--- config.mk ---
export PLATFORM = sky130hd
export DESIGN_NAME = cmfi_top
export DESIGN_NICKNAME = d
export VERILOG_FILES = /design/src/logic/cmfi_delay.v /design/src/logic/cmfi_top.v
export VERILOG_INCLUDE_DIRS = /design/src /design/src/logic
export SDC_FILE = /design/constraint.sdc
export NUM_CORES = 1
export LEC_CHECK = 0
export BUFFER_PORTS_ARGS = -buffer_cell sky130_fd_sc_hd__buf_4
export CAP_MARGIN = 40
export CORE_ASPECT_RATIO = 2
export CORE_UTILIZATION = 55
export DETAILED_ROUTE_END_ITERATION = 7
export PLACE_DENSITY_LB_ADDON = 0.3
export SLEW_MARGIN = 20
export SYNTH_ARGS = -nofsm -noshare
export SYNTH_HDL_FRONTEND = slang
export SYNTH_SLANG_ARGS = --single-unit
export TNS_END_PERCENT = 5
--- constraint.sdc ---
create_clock -name CLK_I -period 5 [get_ports CLK_I]
set_input_delay 0.5 -clock CLK_I [delete_from_list [all_inputs] [get_ports CLK_I]]
set_output_delay 0.5 -clock CLK_I [all_outputs]
set_load 0.01 [all_outputs]
--- src/logic/cmfi_defs.vh ---
// register offsets, field positions, reset values and timing figures for the flag block
`ifndef CMFI_DEFS_VH
`define CMFI_DEFS_VH
`define CMFI_CLK_MHZ 250
`define CMFI_TICK_US 1
`define CMFI_TICK_DIV (`CMFI_CLK_MHZ * `CMFI_TICK_US)
`define CMFI_T_FLAG_MS 200
`define CMFI_T_LOS_MS 100
`define CMFI_T_MASK_MS 100
`define CMFI_T_RATE_MS 100
`define CMFI_T_PDN_ON_MS 100
`define CMFI_T_PDN_OFF_MS 300
`define CMFI_T_INT_OFF_US 500
`define CMFI_T_FLAG_TK (`CMFI_T_FLAG_MS * 1000 / `CMFI_TICK_US)
`define CMFI_T_LOS_TK (`CMFI_T_LOS_MS * 1000 / `CMFI_TICK_US)
`define CMFI_T_CTL_TK (`CMFI_T_MASK_MS * 1000 / `CMFI_TICK_US)
`define CMFI_T_PDN_OFF_TK (`CMFI_T_PDN_OFF_MS * 1000 / `CMFI_TICK_US)
`define CMFI_NFLAG 8
`define CMFI_FLAG_NOTREADY 0
`define CMFI_FLAG_LOS 1
`define CMFI_FLAG_TXFAULT 2
`define CMFI_ADDR_STATUS 12'h000
`define CMFI_ADDR_MASK 12'h004
`define CMFI_ADDR_CTRL 12'h008
`define CMFI_ADDR_STATE 12'h00c
`define CMFI_CTRL_RATE 0
`define CMFI_CTRL_PDN 1
`define CMFI_CTRL_STOP 2
`define CMFI_MASK_RST 8'hff
`define CMFI_CTRL_RST 3'h0
`endif

--- src/logic/cmfi_delay.v ---
// bounded-time follower: output adopts a changed input after a programmed number of ticks
`timescale 1ns/1ns
module cmfi_delay #(
  parameter CW = 20,
  parameter [0:0] RST_VAL = 1'b0
) (
  input wire clk_i,
  input wire rst_i,
  input wire tick_i,
  input wire start_i,
  input wire target_i,
  input wire [CW-1:0] rise_tk_i,
  input wire [CW-1:0] fall_tk_i,
  output reg out_o,
  output wire busy_o
);
  reg [CW-1:0] cnt_q;
  reg tgt_q;
  reg run_q;
  assign busy_o = run_q;
  always @(posedge clk_i) begin
    if (rst_i) begin
      cnt_q <= {CW{1'b0}};
      tgt_q <= RST_VAL;
      run_q <= 1'b0;
      out_o <= RST_VAL;
    end else if (start_i && target_i != out_o) begin
      tgt_q <= target_i;
      run_q <= 1'b1;
      cnt_q <= target_i ? rise_tk_i : fall_tk_i;
    end else if (start_i) begin
      run_q <= 1'b0;
    end else if (run_q && tick_i) begin
      if (cnt_q <= {{(CW-1){1'b0}}, 1'b1}) begin
        out_o <= tgt_q;
        run_q <= 1'b0;
      end else begin
        cnt_q <= cnt_q - {{(CW-1){1'b0}}, 1'b1};
      end
    end
  end
endmodule

--- src/logic/cmfi_top.v ---
// flag, mask, interrupt and control timing block with an AXI4-Lite register slave
`timescale 1ns/1ns
`include "cmfi_defs.vh"

// Function
// - tx fault sets its flag and drives interrupt low within 200 ms
// - any other condition sets its flag and interrupt within 200 ms
// - setting a mask bit inhibits that flag's interrupt within 100 ms
// - clearing a mask bit restores that flag's interrupt within 100 ms
// - rate select change reaches the datapath within 100 ms
// - power-down set lowers power within 100 ms
// - power-down cleared makes the device fully functional within 300 ms
// - write-triggered timing starts at the write's stop point
// - fully functional means not-ready cleared and interrupt raised for it; leaving power-down raises FULLY_FUNCTIONAL_O with no such interrupt
// - receive loss sets its flag and interrupt within 100 ms
// - reading flags clears them; interrupt released within 500 us
module cmfi_top #(
  parameter NF = `CMFI_NFLAG,
  parameter TICK_DIV = `CMFI_TICK_DIV,
  parameter T_CTL_TK = `CMFI_T_CTL_TK,
  parameter T_OFF_TK = `CMFI_T_PDN_OFF_TK
) (
  input wire CLK_I,
  input wire RST_I,
  input wire [NF-1:0] COND_I,
  input wire READY_I,
  input wire [11:0] AWADDR_I,
  input wire AWVALID_I,
  output wire AWREADY_O,
  input wire [31:0] WDATA_I,
  input wire [3:0] WSTRB_I,
  input wire WVALID_I,
  output wire WREADY_O,
  output reg [1:0] BRESP_O,
  output reg BVALID_O,
  input wire BREADY_I,
  input wire [11:0] ARADDR_I,
  input wire ARVALID_I,
  output wire ARREADY_O,
  output reg [31:0] RDATA_O,
  output reg [1:0] RRESP_O,
  output reg RVALID_O,
  input wire RREADY_I,
  output reg INTERRUPT_OUT_N_O,
  output wire RATE_SEL_O,
  output wire POWER_DOWN_O,
  output wire FULLY_FUNCTIONAL_O
);
  // ****************************************
  // tick divider
  // ****************************************
  reg [15:0] div_q;
  reg tick_q;
  always @(posedge CLK_I) begin
    if (RST_I) begin
      div_q <= 16'h0000;
      tick_q <= 1'b0;
    end else if (div_q == TICK_DIV[15:0] - 16'h0001) begin
      div_q <= 16'h0000;
      tick_q <= 1'b1;
    end else begin
      div_q <= div_q + 16'h0001;
      tick_q <= 1'b0;
    end
  end

  // ****************************************
  // axi4-lite write channel
  // ****************************************
  reg aw_q;
  reg w_q;
  reg [11:0] awa_q;
  reg [31:0] wd_q;
  reg [3:0] ws_q;
  assign AWREADY_O = !aw_q && !BVALID_O;
  assign WREADY_O = !w_q && !BVALID_O;
  wire aw_ok = aw_q || (AWVALID_I && AWREADY_O);
  wire w_ok = w_q || (WVALID_I && WREADY_O);
  wire [11:0] wa = aw_q ? awa_q : AWADDR_I;
  wire [31:0] wd = w_q ? wd_q : WDATA_I;
  wire [3:0] ws = w_q ? ws_q : WSTRB_I;
  wire wr_do = aw_ok && w_ok && !BVALID_O;
  wire wr_map = (wa == `CMFI_ADDR_MASK) || (wa == `CMFI_ADDR_CTRL) ||
                (wa == `CMFI_ADDR_STATUS) || (wa == `CMFI_ADDR_STATE);
  always @(posedge CLK_I) begin
    if (RST_I) begin
      aw_q <= 1'b0;
      w_q <= 1'b0;
      awa_q <= 12'h000;
      wd_q <= 32'h00000000;
      ws_q <= 4'h0;
      BVALID_O <= 1'b0;
      BRESP_O <= 2'h0;
    end else begin
      if (wr_do) begin
        aw_q <= 1'b0;
        w_q <= 1'b0;
        BVALID_O <= 1'b1;
        BRESP_O <= wr_map ? 2'h0 : 2'h3;
      end else begin
        if (AWVALID_I && AWREADY_O) begin
          aw_q <= 1'b1;
          awa_q <= AWADDR_I;
        end
        if (WVALID_I && WREADY_O) begin
          w_q <= 1'b1;
          wd_q <= WDATA_I;
          ws_q <= WSTRB_I;
        end
        if (BVALID_O && BREADY_I) begin
          BVALID_O <= 1'b0;
        end
      end
    end
  end

  // ****************************************
  // mask and control registers
  // ****************************************
  localparam [NF-1:0] MASK_RST = `CMFI_MASK_RST;
  reg [NF-1:0] mask_q;
  reg [2:0] ctrl_q;
  // completion of the write stands for the stop point of the serial write
  wire wr_mask = wr_do && wa == `CMFI_ADDR_MASK && ws[0];
  wire wr_ctrl = wr_do && wa == `CMFI_ADDR_CTRL && ws[0];
  always @(posedge CLK_I) begin
    if (RST_I) begin
      mask_q <= MASK_RST;
      ctrl_q <= `CMFI_CTRL_RST;
    end else begin
      if (wr_mask) begin
        mask_q <= wd[NF-1:0];
      end
      if (wr_ctrl) begin
        ctrl_q <= wd[2:0];
      end
    end
  end

  // ****************************************
  // delayed effect of mask and control writes
  // ****************************************
  wire [NF-1:0] mask_eff;
  wire [NF-1:0] mask_busy;
  genvar g;
  generate
    for (g = 0; g < NF; g = g + 1) begin : g_mask
      cmfi_delay #(.CW(20), .RST_VAL(MASK_RST[g])) u_mask (
        .clk_i(CLK_I),
        .rst_i(RST_I),
        .tick_i(tick_q),
        .start_i(wr_mask),
        .target_i(wd[g]),
        .rise_tk_i(T_CTL_TK[19:0]),
        .fall_tk_i(T_CTL_TK[19:0]),
        .out_o(mask_eff[g]),
        .busy_o(mask_busy[g])
      );
    end
  endgenerate
  wire rate_busy;
  wire pdn_busy;
  cmfi_delay #(.CW(20)) u_rate (
    .clk_i(CLK_I),
    .rst_i(RST_I),
    .tick_i(tick_q),
    .start_i(wr_ctrl),
    .target_i(wd[`CMFI_CTRL_RATE]),
    .rise_tk_i(T_CTL_TK[19:0]),
    .fall_tk_i(T_CTL_TK[19:0]),
    .out_o(RATE_SEL_O),
    .busy_o(rate_busy)
  );
  cmfi_delay #(.CW(20)) u_pdn (
    .clk_i(CLK_I),
    .rst_i(RST_I),
    .tick_i(tick_q),
    .start_i(wr_ctrl),
    .target_i(wd[`CMFI_CTRL_PDN]),
    .rise_tk_i(T_CTL_TK[19:0]),
    .fall_tk_i(T_OFF_TK[19:0]),
    .out_o(POWER_DOWN_O),
    .busy_o(pdn_busy)
  );

  // ****************************************
  // flags, clear on read
  // ****************************************
  reg [NF-1:0] flag_q;
  reg [NF-1:0] cond_q;
  reg rdy_q;
  wire rd_status;
  // not-ready deassert is an event on bit 0
  wire [NF-1:0] ev;
  generate
    for (g = 0; g < NF; g = g + 1) begin : g_ev
      if (g == `CMFI_FLAG_NOTREADY) begin : g_nr
        assign ev[g] = READY_I && !rdy_q;
      end else begin : g_c
        assign ev[g] = COND_I[g] && !cond_q[g];
      end
    end
  endgenerate
  always @(posedge CLK_I) begin
    if (RST_I) begin
      flag_q <= {NF{1'b0}};
      cond_q <= {NF{1'b0}};
      rdy_q <= 1'b0;
    end else begin
      cond_q <= COND_I;
      rdy_q <= READY_I;
      // set wins over read clear
      flag_q <= (rd_status ? {NF{1'b0}} : flag_q) | ev;
    end
  end

  // ****************************************
  // readiness and power state
  // ****************************************
  localparam [1:0] PS_WAIT = 2'h0;
  localparam [1:0] PS_FLAG = 2'h1;
  localparam [1:0] PS_RUN = 2'h2;
  localparam [1:0] PS_LOW = 2'h3;
  reg [1:0] ps_q;
  reg [1:0] ps_d;
  always @* begin
    ps_d = ps_q;
    case (ps_q)
      PS_WAIT: begin
        if (ev[`CMFI_FLAG_NOTREADY]) begin
          ps_d = PS_FLAG;
        end
      end
      // one cycle for the interrupt register to take in flag bit 0
      PS_FLAG: begin
        if (!READY_I) begin
          ps_d = PS_WAIT;
        end else if (POWER_DOWN_O || pdn_busy) begin
          ps_d = PS_LOW;
        end else begin
          ps_d = PS_RUN;
        end
      end
      PS_RUN: begin
        if (!READY_I) begin
          ps_d = PS_WAIT;
        end else if (POWER_DOWN_O || pdn_busy) begin
          ps_d = PS_LOW;
        end
      end
      PS_LOW: begin
        if (!READY_I) begin
          ps_d = PS_WAIT;
        end else if (!POWER_DOWN_O && !pdn_busy) begin
          ps_d = PS_RUN;
        end
      end
      default: begin
        ps_d = PS_WAIT;
      end
    endcase
  end
  always @(posedge CLK_I) begin
    if (RST_I) begin
      ps_q <= PS_WAIT;
    end else begin
      ps_q <= ps_d;
    end
  end
  assign FULLY_FUNCTIONAL_O = ps_q == PS_RUN;

  // ****************************************
  // interrupt output
  // ****************************************
  always @(posedge CLK_I) begin
    if (RST_I) begin
      INTERRUPT_OUT_N_O <= 1'b1;
    end else begin
      INTERRUPT_OUT_N_O <= ~|(flag_q & ~mask_eff);
    end
  end

  // ****************************************
  // axi4-lite read channel
  // ****************************************
  assign ARREADY_O = !RVALID_O;
  wire rd_do = ARVALID_I && ARREADY_O;
  assign rd_status = rd_do && ARADDR_I == `CMFI_ADDR_STATUS;
  always @(posedge CLK_I) begin
    if (RST_I) begin
      RVALID_O <= 1'b0;
      RDATA_O <= 32'h00000000;
      RRESP_O <= 2'h0;
    end else if (rd_do) begin
      RVALID_O <= 1'b1;
      RRESP_O <= 2'h0;
      case (ARADDR_I)
        `CMFI_ADDR_STATUS: RDATA_O <= {{(32-NF){1'b0}}, flag_q};
        `CMFI_ADDR_MASK: RDATA_O <= {{(32-NF){1'b0}}, mask_q};
        `CMFI_ADDR_CTRL: RDATA_O <= {29'h0, ctrl_q};
        `CMFI_ADDR_STATE: RDATA_O <= {24'h0, ~INTERRUPT_OUT_N_O, FULLY_FUNCTIONAL_O,
          |mask_busy, rate_busy, pdn_busy, RATE_SEL_O, POWER_DOWN_O, rdy_q};
        default: begin
          RDATA_O <= 32'h00000000;
          RRESP_O <= 2'h3;
        end
      endcase
    end else if (RREADY_I) begin
      RVALID_O <= 1'b0;
    end
  end
endmodule

# Word-level counts from Yosys, hierarchy flattened
# Index checks and enable logic that the tools add are counted.
[totals]
mem_bits_rw = 0
romBits = 0
wordCells = 413
reg_bits = 339
memories = 0
latch_bits = 0
[op_classes]
div_mod_pow = 0
n_eq_ne = 43
bitwise_logic = 26
reduce_logical = 154
n_lt_le_gt_ge = 10
mul = 0
n_addsub = 11
shifts = 0
mux = 101
[op_table]
columns = ["operator", "n"]
rows = [
  ["$mux 17", 36],
  ["$le 20x1->1 const B", 10],
  ["$sub 20x1->20 const B", 10],
  ["$mux 20", 4],
  ["$reduce_and 3->1", 20],
  ["$reduce_bool 3->1", 20],
  ["$eq 12x4->1 const B", 4],
  ["$mux 1", 47],
  ["$logic_and 1x1->1", 42],
  ["$reduce_and 4->1", 10],
  ["$ne 2x1->1 const B", 17],
  ["$pmux 8 s4", 1],
  ["$eq 12x3->1 const B", 2],
  ["$logic_not 12->1", 2],
  ["$reduce_and 2->1", 12],
  ["$reduce_bool 2->1", 12],
  ["$not 1->1", 23],
  ["$reduce_or 2->1", 11],
  ["$mux 19", 1],
  ["$add 16x1->16 const B", 1],
  ["$eq 16x8->1 const B", 1],
  ["$mux 2", 8],
  ["$mux 8", 2],
  ["$reduce_or 8->1", 2],
  ["other kinds (15)", 47],
]

# Logic depth before layout (Yosys ltp)
# Gate-level depths: netlist (run 1).
[logic_depth]
depth_word = 11
mapped_depth = 10

# Hierarchy
# A second synthesis (run 1) with hierarchy kept.
[unflattened]
cells_unflattened = 2358
hier_area_um2 = 20505.9
[modules_own_cells]
columns = ["module", "n_inst", "area_each_um2", "cells_per_inst", "seq_area_each_um2"]
rows = [
  ["cmfi_delay at g_mask[1].u_mask ...", 5, 1704.1, 200, 460.4],
  ["cmfi_top", 1, 3763.6, 414, 1641.6],
  ["cmfi_delay at g_mask[6].u_mask ...", 2, 1657.8, 189, 460.4],
  ["cmfi_delay at u_pdn ...", 2, 1604.0, 188, 460.4],
  ["cmfi_delay at g_mask[0].u_mask", 1, 1697.9, 190, 460.4],
]

# Worst setup path after synthesis (run 1)
# No wires, ideal clock.
[synth_timing]
path_kind = "in2reg"
from = "input port AWADDR_I[0]"
to = "register g_mask[6].u_mask.out_o"
slack_ns = 2.458
arrival_ns = 2.412
path_stages = 8
path_buffers = 2
path_cell_list = "or3_1 > a2111o_1 > a211o_1 > clkbuf_1 > clkbuf_1 > nand4_1 > mux2i_1 > nand2_1"
[synth_via]
elab_chain_len = 7
word_cells_on_any_way = 8
[synth_lines]
columns = ["item", "line", "text"]
rows = [
  ["from (decl)", "cmfi_top.v:27", "input wire [11:0] AWADDR_I,"],
  ["$mux 12 *", "cmfi_top.v:79", "wire [11:0] wa = aw_q ? awa_q : AWADDR_I;"],
  ["$eq 12x3->1 (no source line) *", "--", ""],
  ["$logic_and 1x1->1 (no source line) *", "--", ""],
  ["$logic_and 1x1->1 *", "cmfi_top.v:124", "wire wr_mask = wr_do && wa == `CMFI_ADDR_MASK && ws[0];"],
  ["$logic_and 1x1->1", "cmfi_delay.v:27", "end else if (start_i && target_i != out_o) begin"],
  ["$not 1->1 (no source line)", "--", ""],
  ["$reduce_and 4->1 (no source line) *", "--", ""],
  ["to (signal assigned)", "cmfi_delay.v:35", "out_o <= tgt_q;"],
  ["to (decl)", "cmfi_delay.v:14", "output reg out_o,"],
]
# Every way passes the cells marked *; elsewhere a longest branch is shown, timed or not.
# A chain may end at the register's enable or synchronous reset.

# Worst setup path in the final report (run 1)
[layout_timing]
from = "register aw_q"
to = "register g_mask[6].u_mask.cnt_q[18]"
[layout_via]
elab_chain_len = 10
word_cells_on_any_way = 14
[layout_lines]
columns = ["item", "line", "text"]
rows = [
  ["from (decl)", "cmfi_top.v:70", "reg aw_q;"],
  ["from (signal assigned)", "cmfi_top.v:87", "aw_q <= 1'b0;"],
  ["from (signal assigned)", "cmfi_top.v:96", "aw_q <= 1'b0;"],
  ["from (signal assigned)", "cmfi_top.v:102", "aw_q <= 1'b1;"],
  ["parallel branches: the longest is 6 deep, another holds $mux 12", "--", ""],
  ["$logic_and 1x1->1 (no source line) *", "--", ""],
  ["$logic_and 1x1->1 *", "cmfi_top.v:124", ""],
  ["$not 1->1 (no source line) or $logic_and 1x1->1 (tied branches)", "--", ""],
  ["$reduce_and 3->1 (no source line) or $reduce_or 2->1 (tied branches)", "--", ""],
  ["to (signal assigned)", "cmfi_delay.v:23", "cnt_q <= {CW{1'b0}};"],
  ["to (signal assigned)", "cmfi_delay.v:30", "cnt_q <= target_i ? rise_tk_i : fall_tk_i;"],
  ["to (signal assigned)", "cmfi_delay.v:38", "cnt_q <= cnt_q - {{(CW-1){1'b0}}, 1'b1};"],
  ["to (decl)", "cmfi_delay.v:17", "reg [CW-1:0] cnt_q;"],
]
# Every way passes the cells marked *.

==> results of run 1 <==
==> how the worst max path moves through the flow <==
stage,start,end,cells after the start
finish,aw_q,g_mask[6].u_mask.cnt_q[18],7
floorplan,AWADDR_I[0],g_mask[6].u_mask.out_o,8
global placement,AWADDR_I[0],g_mask[7].u_mask.cnt_q[6],7
global route,aw_q,g_mask[6].u_mask.cnt_q[11],7
CTS,aw_q,g_mask[6].u_mask.cnt_q[18],7
detailed placement,AWADDR_I[0],g_mask[6].u_mask.cnt_q[18],8
==> registers in the layout, indices dropped and copies added, names as in the netlist, 12 cells and up <==
name	cells
div_q	16
awa_q	12
u_pdn.cnt_q	20
u_rate.cnt_q	20
g_mask.u_mask.cnt_q	160
==> per-layer routing <==
metal,GRT usage,up-vias
li1,-,6401
met1,0.254,6181
met2,0.490,303
met3,0.0302,93
met4,0.117,0
met5,0,-
==> logic make-up after synthesis <==
kind of cell	after synthesis
compound gates	222
other cells	1
xor+xnor	186
mux	51
buf+inv	162
fa+ha+maj	22
flops	312
simple gates	846
==> per-stage QoR <==
step | worst slack, ns | instances | total power [µW] | util
after floorplan | 2.46 | 1825 | 2790 | -
after global placement | 1.60 | 2143 | 2860 | 0.584
after detailed placement | 1.79 | 2149 | 2870 | 0.585
after CTS | 1.88 | 2200 | 5010 | 0.619
after global routing | 1.62 | 2201 | 5150 | 0.619
final | 1.90 | 2201 | 4970 | 0.619
==> power by group through the flow <==
stage | clock [µW] | combinational, µW | sequential, µW
after floorplan | 0 | 188 | 2600
after global placement | 0 | 252 | 2610
after detailed placement | 0 | 258 | 2610
after CTS | 2200 | 260 | 2550
after global routing | 2300 | 283 | 2560
final | 2150 | 258 | 2560
==> Yosys cell counts (all sizes together), types with 35 or more instances <==
master / n
buf: 62
nor3: 104
nand2: 111
o21ai: 59
or4: 35
xnor2: 105
xor2: 81
nor4: 71
clkbuf: 49
nor2: 255
dfxtp: 312
inv: 51
a21oi: 77
nand3: 86
mux2i: 44
nand4: 47
==> cell type report <==
class | instances | area, µm² | area share
well taps | 348 | 435 | 0.0259
clock buffers | 43 | 838 | 0.0499
flip-flops and latches | 312 | 6250 | 0.372
inverters | 51 | 191 | 0.0114
clock inverters | 8 | 71.3 | 0.00425
multi-input cells | 1351 | 8340 | 0.497
repair buffers | 88 | 666 | 0.0397
==> out/results.ini, run 1 <==
[cts]
clk_pin_slew_ns=0.06
clockRootBuffer=clkbuf_16
cts_resized=0
cts_sinks=312
cts_inserted_buffers=29
cts_max_path_buffers=3
postCtsSetupRepairBufs=0
htree_num_levels=1
cts_tree=built
clk_latency_ns=0.56
hold_buffers=0

[synth]
synth_compound_area_frac=0.0923
synth.area.mux_share=0.0363
synth_area_leader_cell=dfxtp_1
syn_area_um2=15200
synth-edff-count=0
synth.distinct_cells=70
synth_adder_area_share=0.0181
synth_xor_area_frac=0.107
ys_ff_latch=312
ys_top_cells_by_area=dfxtp_1 41%, nor2_1 6.3%, xnor2_1 6.0%
synthSimpleGateAreaFrac=0.288
synth_flop_cell=dfxtp_1
seq_area_frac_synth=0.410
yosys_warnings=0
netlist_instances=1802
synth_top_area_frac=0.410
async_reset_ff_frac=0
synth_top_family_by_area=simple AND/OR/NAND/NOR gates
synth_area_per_cell_um2=8.46

[sta]
setup_viol=0
timing.hold.ws_ns=0.130
finalSetupTns_ns=0
fin_crit_ns=3.10
fmax_ghz=0.323
rsz0062_at_grt=no
worstMarginPinSlew_ns=0.823
final_max_slew_viol_count=0
fin_crit_sh=0.620
finClkSkew_ns=0.0141
slew_headroom=0.436
hold_viol=0

[worst_setup_path]
worst_setup_path_start_kind=flip-flop
cp.arrival_ns=3.52
r2r_cells=7
crit_fanout=48
crit_slowest_cell=dfxtp_1
critPathCaptureType=flip-flop
r2r-end=g_mask[6].u_mask.cnt_q[18]
worst_ep_required_time_ns=5.43
r2r-start=aw_q
crit_path_max_incr_delay_ns=0.54
r2r_slack_ns=1.90
crit_buf_inv=1
crit_family=simple AND/OR/NAND/NOR gates
crit_type=flip-flop to flip-flop
crit_path_cell_trace=or3b_1 -> a2111o_1 -> a211oi_4 -> buf_4 -> nand2_2 -> nand2_1 -> nor2_1

[power_and_ir_drop]
power_frac_clock=0.433
intPower_uw=3830
p_per_area_nw_per_um2=296
sw_frac_of_total=0.228
ir_drop_mv=0.238
seqPwrFrac=0.514
p_switching_uw=1130
leakage_uw=0.00637
share_comb_of_total_power=0.052

[die]
dieArea_um2=28400
io_pins=121
core_area_um2=27100
die_h_um=237
num_rows=85
die_w_um=120
initial_core_util=0.562

[grt]
grt_pass1_wl_um=59200
track_usage=0.250
grt_max_degree=77
globalRoute.totalOverflow=0
grt_pass1_vias=12900
antenna_found_initial=0

[place]
post_dp_cell_area_um2=15900
io_buffers=68
place_congestion=0.848
place_hpwl_um=24500

[route]
drcViolationCount=0
firstDrtPassIters=5
post_drt_via_cell_ratio=5.90
top_layer=met4
ant_nets=0
drt_iter0_markers=679
route.met2.wl_um=19300
finalWirelength_um=35100
vias=13000
drt-met1-wl_um=13300
wl_met3_um=1280
wl_per_cell_um=16.0

[final_layout]
layout_common_cells=311 x dfxtp_1, 254 x nor2_1, 110 x nand2_1, 105 x xnor2_1, 103 x nor3_1
synthToLayoutAreaGrowth_pct=10.1
drive_above_1_share=0.0912
fill_cells=2395
fin_area_um2=16800
layout_commonest_cell=dfxtp_1
fin_nets=1931
antenna_cells=0

[min_path]
min_from=RREADY_I
whs_path_depth=2
min_to=RVALID_O
hold_path.class=input pin to flip-flop

[run]
maxCapViolCount=0

[outcome]
outcome=finished clean

Power figures use the tool's default switching activity.
==> run 2, diff against run 1 <==
- clock period: 5 -> 2.5 ns (I/O delays scaled with it)
==> out/results.ini, run 2 (synthesis results as in run 1) <==
[min_path]
min_from=BREADY_I
min_to=BVALID_O
hold_path.class=input pin to flip-flop
whs_path_depth=4  ; +2

[final_layout]
fill_cells=2095  ; -13%
multi_input_comb_area_um2=8480  ; +1.7%
synthToLayoutAreaGrowth_pct=21.6
layout_commonest_cell=dfxtp_1
layout_common_cells=310 x dfxtp_1, 252 x nor2_1, 152 x buf_4, 105 x xnor2_1
fin_nets=2060  ; +6.7%
fin_area_um2=18500  ; +10%
top_register=g_mask.u_mask.cnt_q
antenna_cells=0  ; unchanged
drive_above_1_share=0.153  ; +0.0620
largest_reg_flops=160  ; unchanged
largest_registers=g_mask.u_mask.cnt_q (160), u_pdn.cnt_q (20), u_rate.cnt_q (20)
regArea_um2=6250  ; about the same

[worst_setup_path]
crit_path_max_incr_delay_ns=0.53  ; about the same
crit_type=flip-flop to flip-flop
r2r-start=w_q
r2r_slack_ns=-0.12  ; -2.03 ns
critPathMostFrequentCell=buf_12
crit_slowest_cell=or4_1
crit_path_cell_trace=mux2_2 -> o21ai_0 -> buf_4 -> a211oi_4 -> buf_6 -> buf_12 -> buf_12 -> or4_1 -> xor2_1 -> nor2_1
critPathCaptureType=flip-flop
crit_fanout=13  ; -73%
worst_ep_required_time_ns=2.95  ; -2.48 ns
r2r_cells=10  ; +3
r2r-end=g_mask[3].u_mask.cnt_q[14]
worst_setup_path_start_kind=flip-flop
cp.arrival_ns=3.08  ; -0.44 ns

[power_and_ir_drop]
share_comb_of_total_power=0.061  ; +0.009
leakage_uw=0.00715  ; +12%
seqPwrFrac=0.470  ; -0.044
power_frac_clock=0.468  ; +0.035
p_per_area_nw_per_um2=586  ; +98%
p_total_uw=10900  ; +120%
sw_frac_of_total=0.220  ; -0.00847
intPower_uw=8470  ; +120%
ir_drop_mv=0.488  ; +100%
p_switching_uw=2390  ; +110%

[grt]
use_met1=0.267  ; +0.0130
antenna_found_initial=0  ; unchanged
grt_pass1_vias=13800  ; +7.1%
globalRoute.totalOverflow=0  ; unchanged
grt_util_met3=0.0305  ; +0.000240
grt_max_degree=61  ; -21%
use_met2=0.528  ; +0.0378
grt_pass1_wl_um=63400  ; +7.0%
track_usage=0.269  ; +0.0194
grt-busiest-layer=met2

[cts]
cts_tree=built
clk_pin_slew_ns=0.07  ; about the same
htree_num_levels=1  ; unchanged
cts_sinks=312  ; unchanged
clockRootBuffer=clkbuf_16
clk_latency_ns=0.56  ; about the same
cts_max_path_buffers=3  ; unchanged
cts_inserted_buffers=28  ; -3.4%

[outcome]
outcome=finished, violations left
violations=setup timing

[die]
dieArea_um2=28400  ; unchanged
initial_core_util=0.562  ; unchanged
io_pins=121  ; unchanged
num_rows=85  ; unchanged
core_area_um2=27100  ; unchanged
die_h_um=237  ; unchanged
die_w_um=120  ; unchanged

[sta]
fmax_ghz=0.381  ; +18%
worstMarginPinSlew_ns=0.907  ; +0.0847 ns
setup_viol=57  ; +57
finClkSkew_ns=0.0114  ; -0.00267 ns
final_max_slew_viol_count=0  ; unchanged
fin_crit_sh=1.05  ; +0.430
timing.final.ws_setup_ns=-0.125  ; -2.03 ns
rsz0062_at_grt=yes
hold_viol=0  ; unchanged
slew_headroom=0.390  ; -0.0464
fin_crit_ns=2.62  ; -0.473 ns

[place]
place_hpwl_um=26300  ; +7.4%
place_congestion=0.904  ; +6.5%
post_dp_cell_area_um2=16700  ; +5.5%
io_buffers=68  ; unchanged

[route]
drt_iter0_markers=714  ; +5.2%
vias=13800  ; +6.6%
finalWirelength_um=40400  ; +15%
drcViolationCount=0  ; unchanged
post_drt_via_cell_ratio=5.93  ; +0.59%
wl_per_cell_um=17.3  ; +8.6%
ant_nets=0  ; unchanged
firstDrtPassIters=5  ; unchanged

[run]
maxCapViolCount=0  ; unchanged

==> run 2: changes by cell type in the layout (fill, tap and decap cells not counted), moves of 14 or more <==
cell,delta
o21ai_1,+14
buf_4,+70
buf_12,+17
dlygate4sd3_1,+32
o21ai_0,-15
==> run 2: per-stage QoR <==
stage	utilization	setup slack (ns)	hold slack [ns]	cells	TNS [ns]
after floorplan	-	0.147	0.349	1825	0
after global placement	0.618	-0.00176	0.438	2237	-0.00176
after detailed placement	0.618	-0.0498	0.448	2237	-0.162
after CTS	0.671	-0.000562	0.00332	2321	-0.000909
after global routing	0.684	-0.211	0.0914	2332	-14.88
final	0.684	-0.125	0.0575	2332	-2.03
==> run 2: what timing repair did <==
action	CTS	global route
buffers inserted	0	6
hold buffers	32	0
endpoints found under the setup margin	17	168
gates resized for setup	6	57
pin swaps	0	34
endpoints found under the hold margin	34	0
cloned	0	5
==> run 2: cell type report <==
cell class / instances / share of cell area
well taps: 348 / 0.0235
inverters: 51 / 0.0103
repair buffers: 218 / 0.112
multi-input cells: 1351 / 0.458
flip-flops and latches: 312 / 0.337
clock inverters: 14 / 0.0153
clock buffers: 38 / 0.0442
==> run 2: critical path: cells and delay by family (launching register included) <==
kind / cells / cell delay, ns
multiplexers: 1 / 0.42
flip-flops: 1 / 0.48
AND/OR/NAND/NOR: 2 / 0.58
buffers and inverters: 4 / 0.64
AO/OA/AOI/OAI: 2 / 0.22
XOR/XNOR: 1 / 0.16
==> run 2: how the worst max path moves through the flow <==
stage,startpoint,to,slack (ns),cells past startpoint
finish,w_q,g_mask[3].u_mask.cnt_q[14],-0.12,10
global placement,AWADDR_I[0],g_mask[1].u_mask.cnt_q[7],-0.002,10
detailed placement,AWADDR_I[0],g_mask[1].u_mask.cnt_q[5],-0.05,10
global route,AWADDR_I[5],g_mask[3].u_mask.cnt_q[16],-0.21,10
floorplan,aw_q,g_mask[6].u_mask.out_o,0.15,8
CTS,aw_q,g_mask[3].u_mask.cnt_q[14],-0.0006,9
==> run 2: power by group through the flow <==
stage	Clock (µW)	Combinational (µW)	Sequential [µW]
final	5090	667	5110
after global routing	5360	715	5110
after CTS	5170	634	5100
after detailed placement	0	587	5220
after global placement	0	574	5210
after floorplan	0	376	5200
==> run 2: layer usage <==
metal,part of all wire,vias up
met4,0.056,0
met3,0.039,143
met5,0,-
li1,-,6660
met1,0.37,6620
met2,0.54,409
==> run 3, diff against run 2 <==
- SKIP_CTS_REPAIR_TIMING: default -> 1
==> out/results.ini, run 3 (synthesis results as in run 1) <==
[outcome]
outcome=finished, violations left
violations=setup timing

[route]
drt_iter0_markers=818  ; +15%
ant_nets=0  ; unchanged
finalWirelength_um=40900  ; +1.1%
drcViolationCount=0  ; unchanged
wl_per_cell_um=17.5  ; +1.0%
vias=13900  ; +0.35%
firstDrtPassIters=5  ; unchanged
post_drt_via_cell_ratio=5.94  ; +0.22%

[grt]
globalRoute.totalOverflow=0  ; unchanged
grt_pass1_wl_um=61600  ; -2.8%
antenna_found_initial=0  ; unchanged
track_usage=0.262  ; -0.00752
grt_max_degree=61  ; unchanged
grt_pass1_vias=13500  ; -2.0%

[worst_setup_path]
worst_setup_path_start_kind=flip-flop
crit_family=compound AO/OA/AOI/OAI gates
worst_ep_required_time_ns=2.95  ; about the same
crit_path_cell_trace=or3b_4 -> a2111o_1 -> buf_4 -> a211oi_4 -> buf_12 -> nor2_2 -> and3_4 -> a2111oi_2
crit_type=flip-flop to flip-flop
crit_slowest_cell=a2111o_1
crit_fanout=7  ; -6
crit_buf_inv=2  ; -2
cp.arrival_ns=3.03  ; -0.05 ns
crit_path_max_incr_delay_ns=0.49  ; -0.04 ns
critPathCaptureType=flip-flop

[sta]
hold_viol=0  ; unchanged
slew_headroom=0.392  ; +0.00233
final_max_slew_viol_count=0  ; unchanged
rsz0062_at_grt=yes
fin_crit_sh=1.03  ; -0.0177
finClkSkew_ns=0.0109  ; -0.000440 ns
worstMarginPinSlew_ns=0.904  ; -0.00346 ns
fmax_ghz=0.388  ; +1.7%
setup_viol=31  ; -46%
timing.final.ws_setup_ns=-0.0806  ; +0.0444 ns
fin_crit_ns=2.58  ; -0.0444 ns
finalSetupTns_ns=-0.629  ; +1.40 ns

[final_layout]
drive_above_1_share=0.160  ; +0.00681
layout_common_cells=309 x dfxtp_1, 252 x nor2_1, 153 x buf_4, 105 x xnor2_1, 98 x nor3_1
largest_registers=g_mask.u_mask.cnt_q (160), u_pdn.cnt_q (20), u_rate.cnt_q (20)
largest_reg_flops=160  ; unchanged
top_register=g_mask.u_mask.cnt_q
finalNonFillerCells=2335  ; +0.13%
layout_commonest_cell=dfxtp_1
fin_nets=2063  ; +0.15%
fin_area_um2=18700  ; +0.61%
antenna_cells=0  ; unchanged
synthToLayoutAreaGrowth_pct=22.4

[place]
post_dp_cell_area_um2=16700  ; unchanged
dp_slack_ns=-0.0498  ; unchanged
place_hpwl_um=26300  ; unchanged
io_buffers=68  ; unchanged
place_congestion=0.904  ; unchanged
dp_cells=2237  ; unchanged

[cts]
htree_num_levels=1  ; unchanged
clk_pin_slew_ns=0.07  ; about the same
cts_tree=built
cts_max_path_buffers=3  ; unchanged
cts_inserted_buffers=28  ; unchanged
clk_latency_ns=0.56  ; about the same
clockRootBuffer=clkbuf_16
cts_sinks=312  ; unchanged

[die]
initial_core_util=0.562  ; unchanged
die_w_um=120  ; unchanged
core_area_um2=27100  ; unchanged
io_pins=121  ; unchanged
die_h_um=237  ; unchanged
dieArea_um2=28400  ; unchanged
num_rows=85  ; unchanged

[power_and_ir_drop]
share_comb_of_total_power=0.061  ; about the same
p_total_uw=10900  ; about the same
intPower_uw=8470  ; about the same
leakage_uw=0.00720  ; +0.70%
sw_frac_of_total=0.220  ; +0.000359
power_frac_clock=0.469  ; about the same
p_per_area_nw_per_um2=583  ; -0.57%
p_switching_uw=2390  ; +0.20%
ir_drop_mv=0.487  ; about the same
seqPwrFrac=0.470  ; about the same

[run]
maxCapViolCount=0  ; unchanged

[min_path]
hold_path.class=input pin to flip-flop

==> run 3: per-stage QoR <==
| stage | hold WS, ns | util |
|---|---|---|
| finish | 0.00356 | 0.688 |
| CTS | -0.119 | 0.658 |
| global route | 0.0129 | 0.688 |
| detailed placement | 0.448 | 0.618 |
| floorplan | 0.349 | - |
| global placement | 0.438 | 0.618 |
==> run 3: worst min-delay path, cell delays in order <==
cell and delay, ns:
buf_4 0.12, nor2_1 0.08, a211oi_1 0.06
==> run 3: worst paths after layout <==
| check | slack (ns) | endpoint | startpoint | cells after the start |
|---|---|---|---|---|
| worst max-delay path | -0.08 | u_pdn.cnt_q[18] | aw_q | 8 |
| worst min-delay path | 0.004 | RVALID_O | ARVALID_I | 3 |
| worst max register to register | -0.08 | u_pdn.cnt_q[18] | aw_q | 8 |
| worst min register to register | 0.46 | RDATA_O[6] | RDATA_O[6] | 2 |
==> run 3: final cells by class <==
type,instances,area (µm²)
flip-flops and latches,312,6250
well taps,348,435
inverters,51,191
clock buffers,38,820
clock inverters,14,283
multi-input cells,1351,8520
repair buffers,221,2150
fillers,2084,8470
==> run 3: layer usage <==
| metal | track usage | vias up | routed length (µm) | part of all wire |
|---|---|---|---|---|
| met3 | 0.0290 | 156 | 1710 | 0.042 |
| met5 | 0 | - | 0 | 0 |
| met2 | 0.515 | 429 | 22200 | 0.54 |
| li1 | - | 6657 | - | - |
| met4 | 0.141 | 0 | 2330 | 0.057 |
| met1 | 0.260 | 6638 | 14700 | 0.36 |
==> run 3: power by group through the flow <==
| stage | registers, µW | logic [µW] | clock network, µW |
|---|---|---|---|
| 2_1_floorplan | 5200 | 376 | 0 |
| 3_3_place_gp | 5210 | 574 | 0 |
| 3_5_place_dp | 5220 | 587 | 0 |
| 4_1_cts | 5100 | 592 | 5170 |
| 5_1_grt | 5110 | 710 | 5360 |
| 6_report | 5110 | 662 | 5100 |
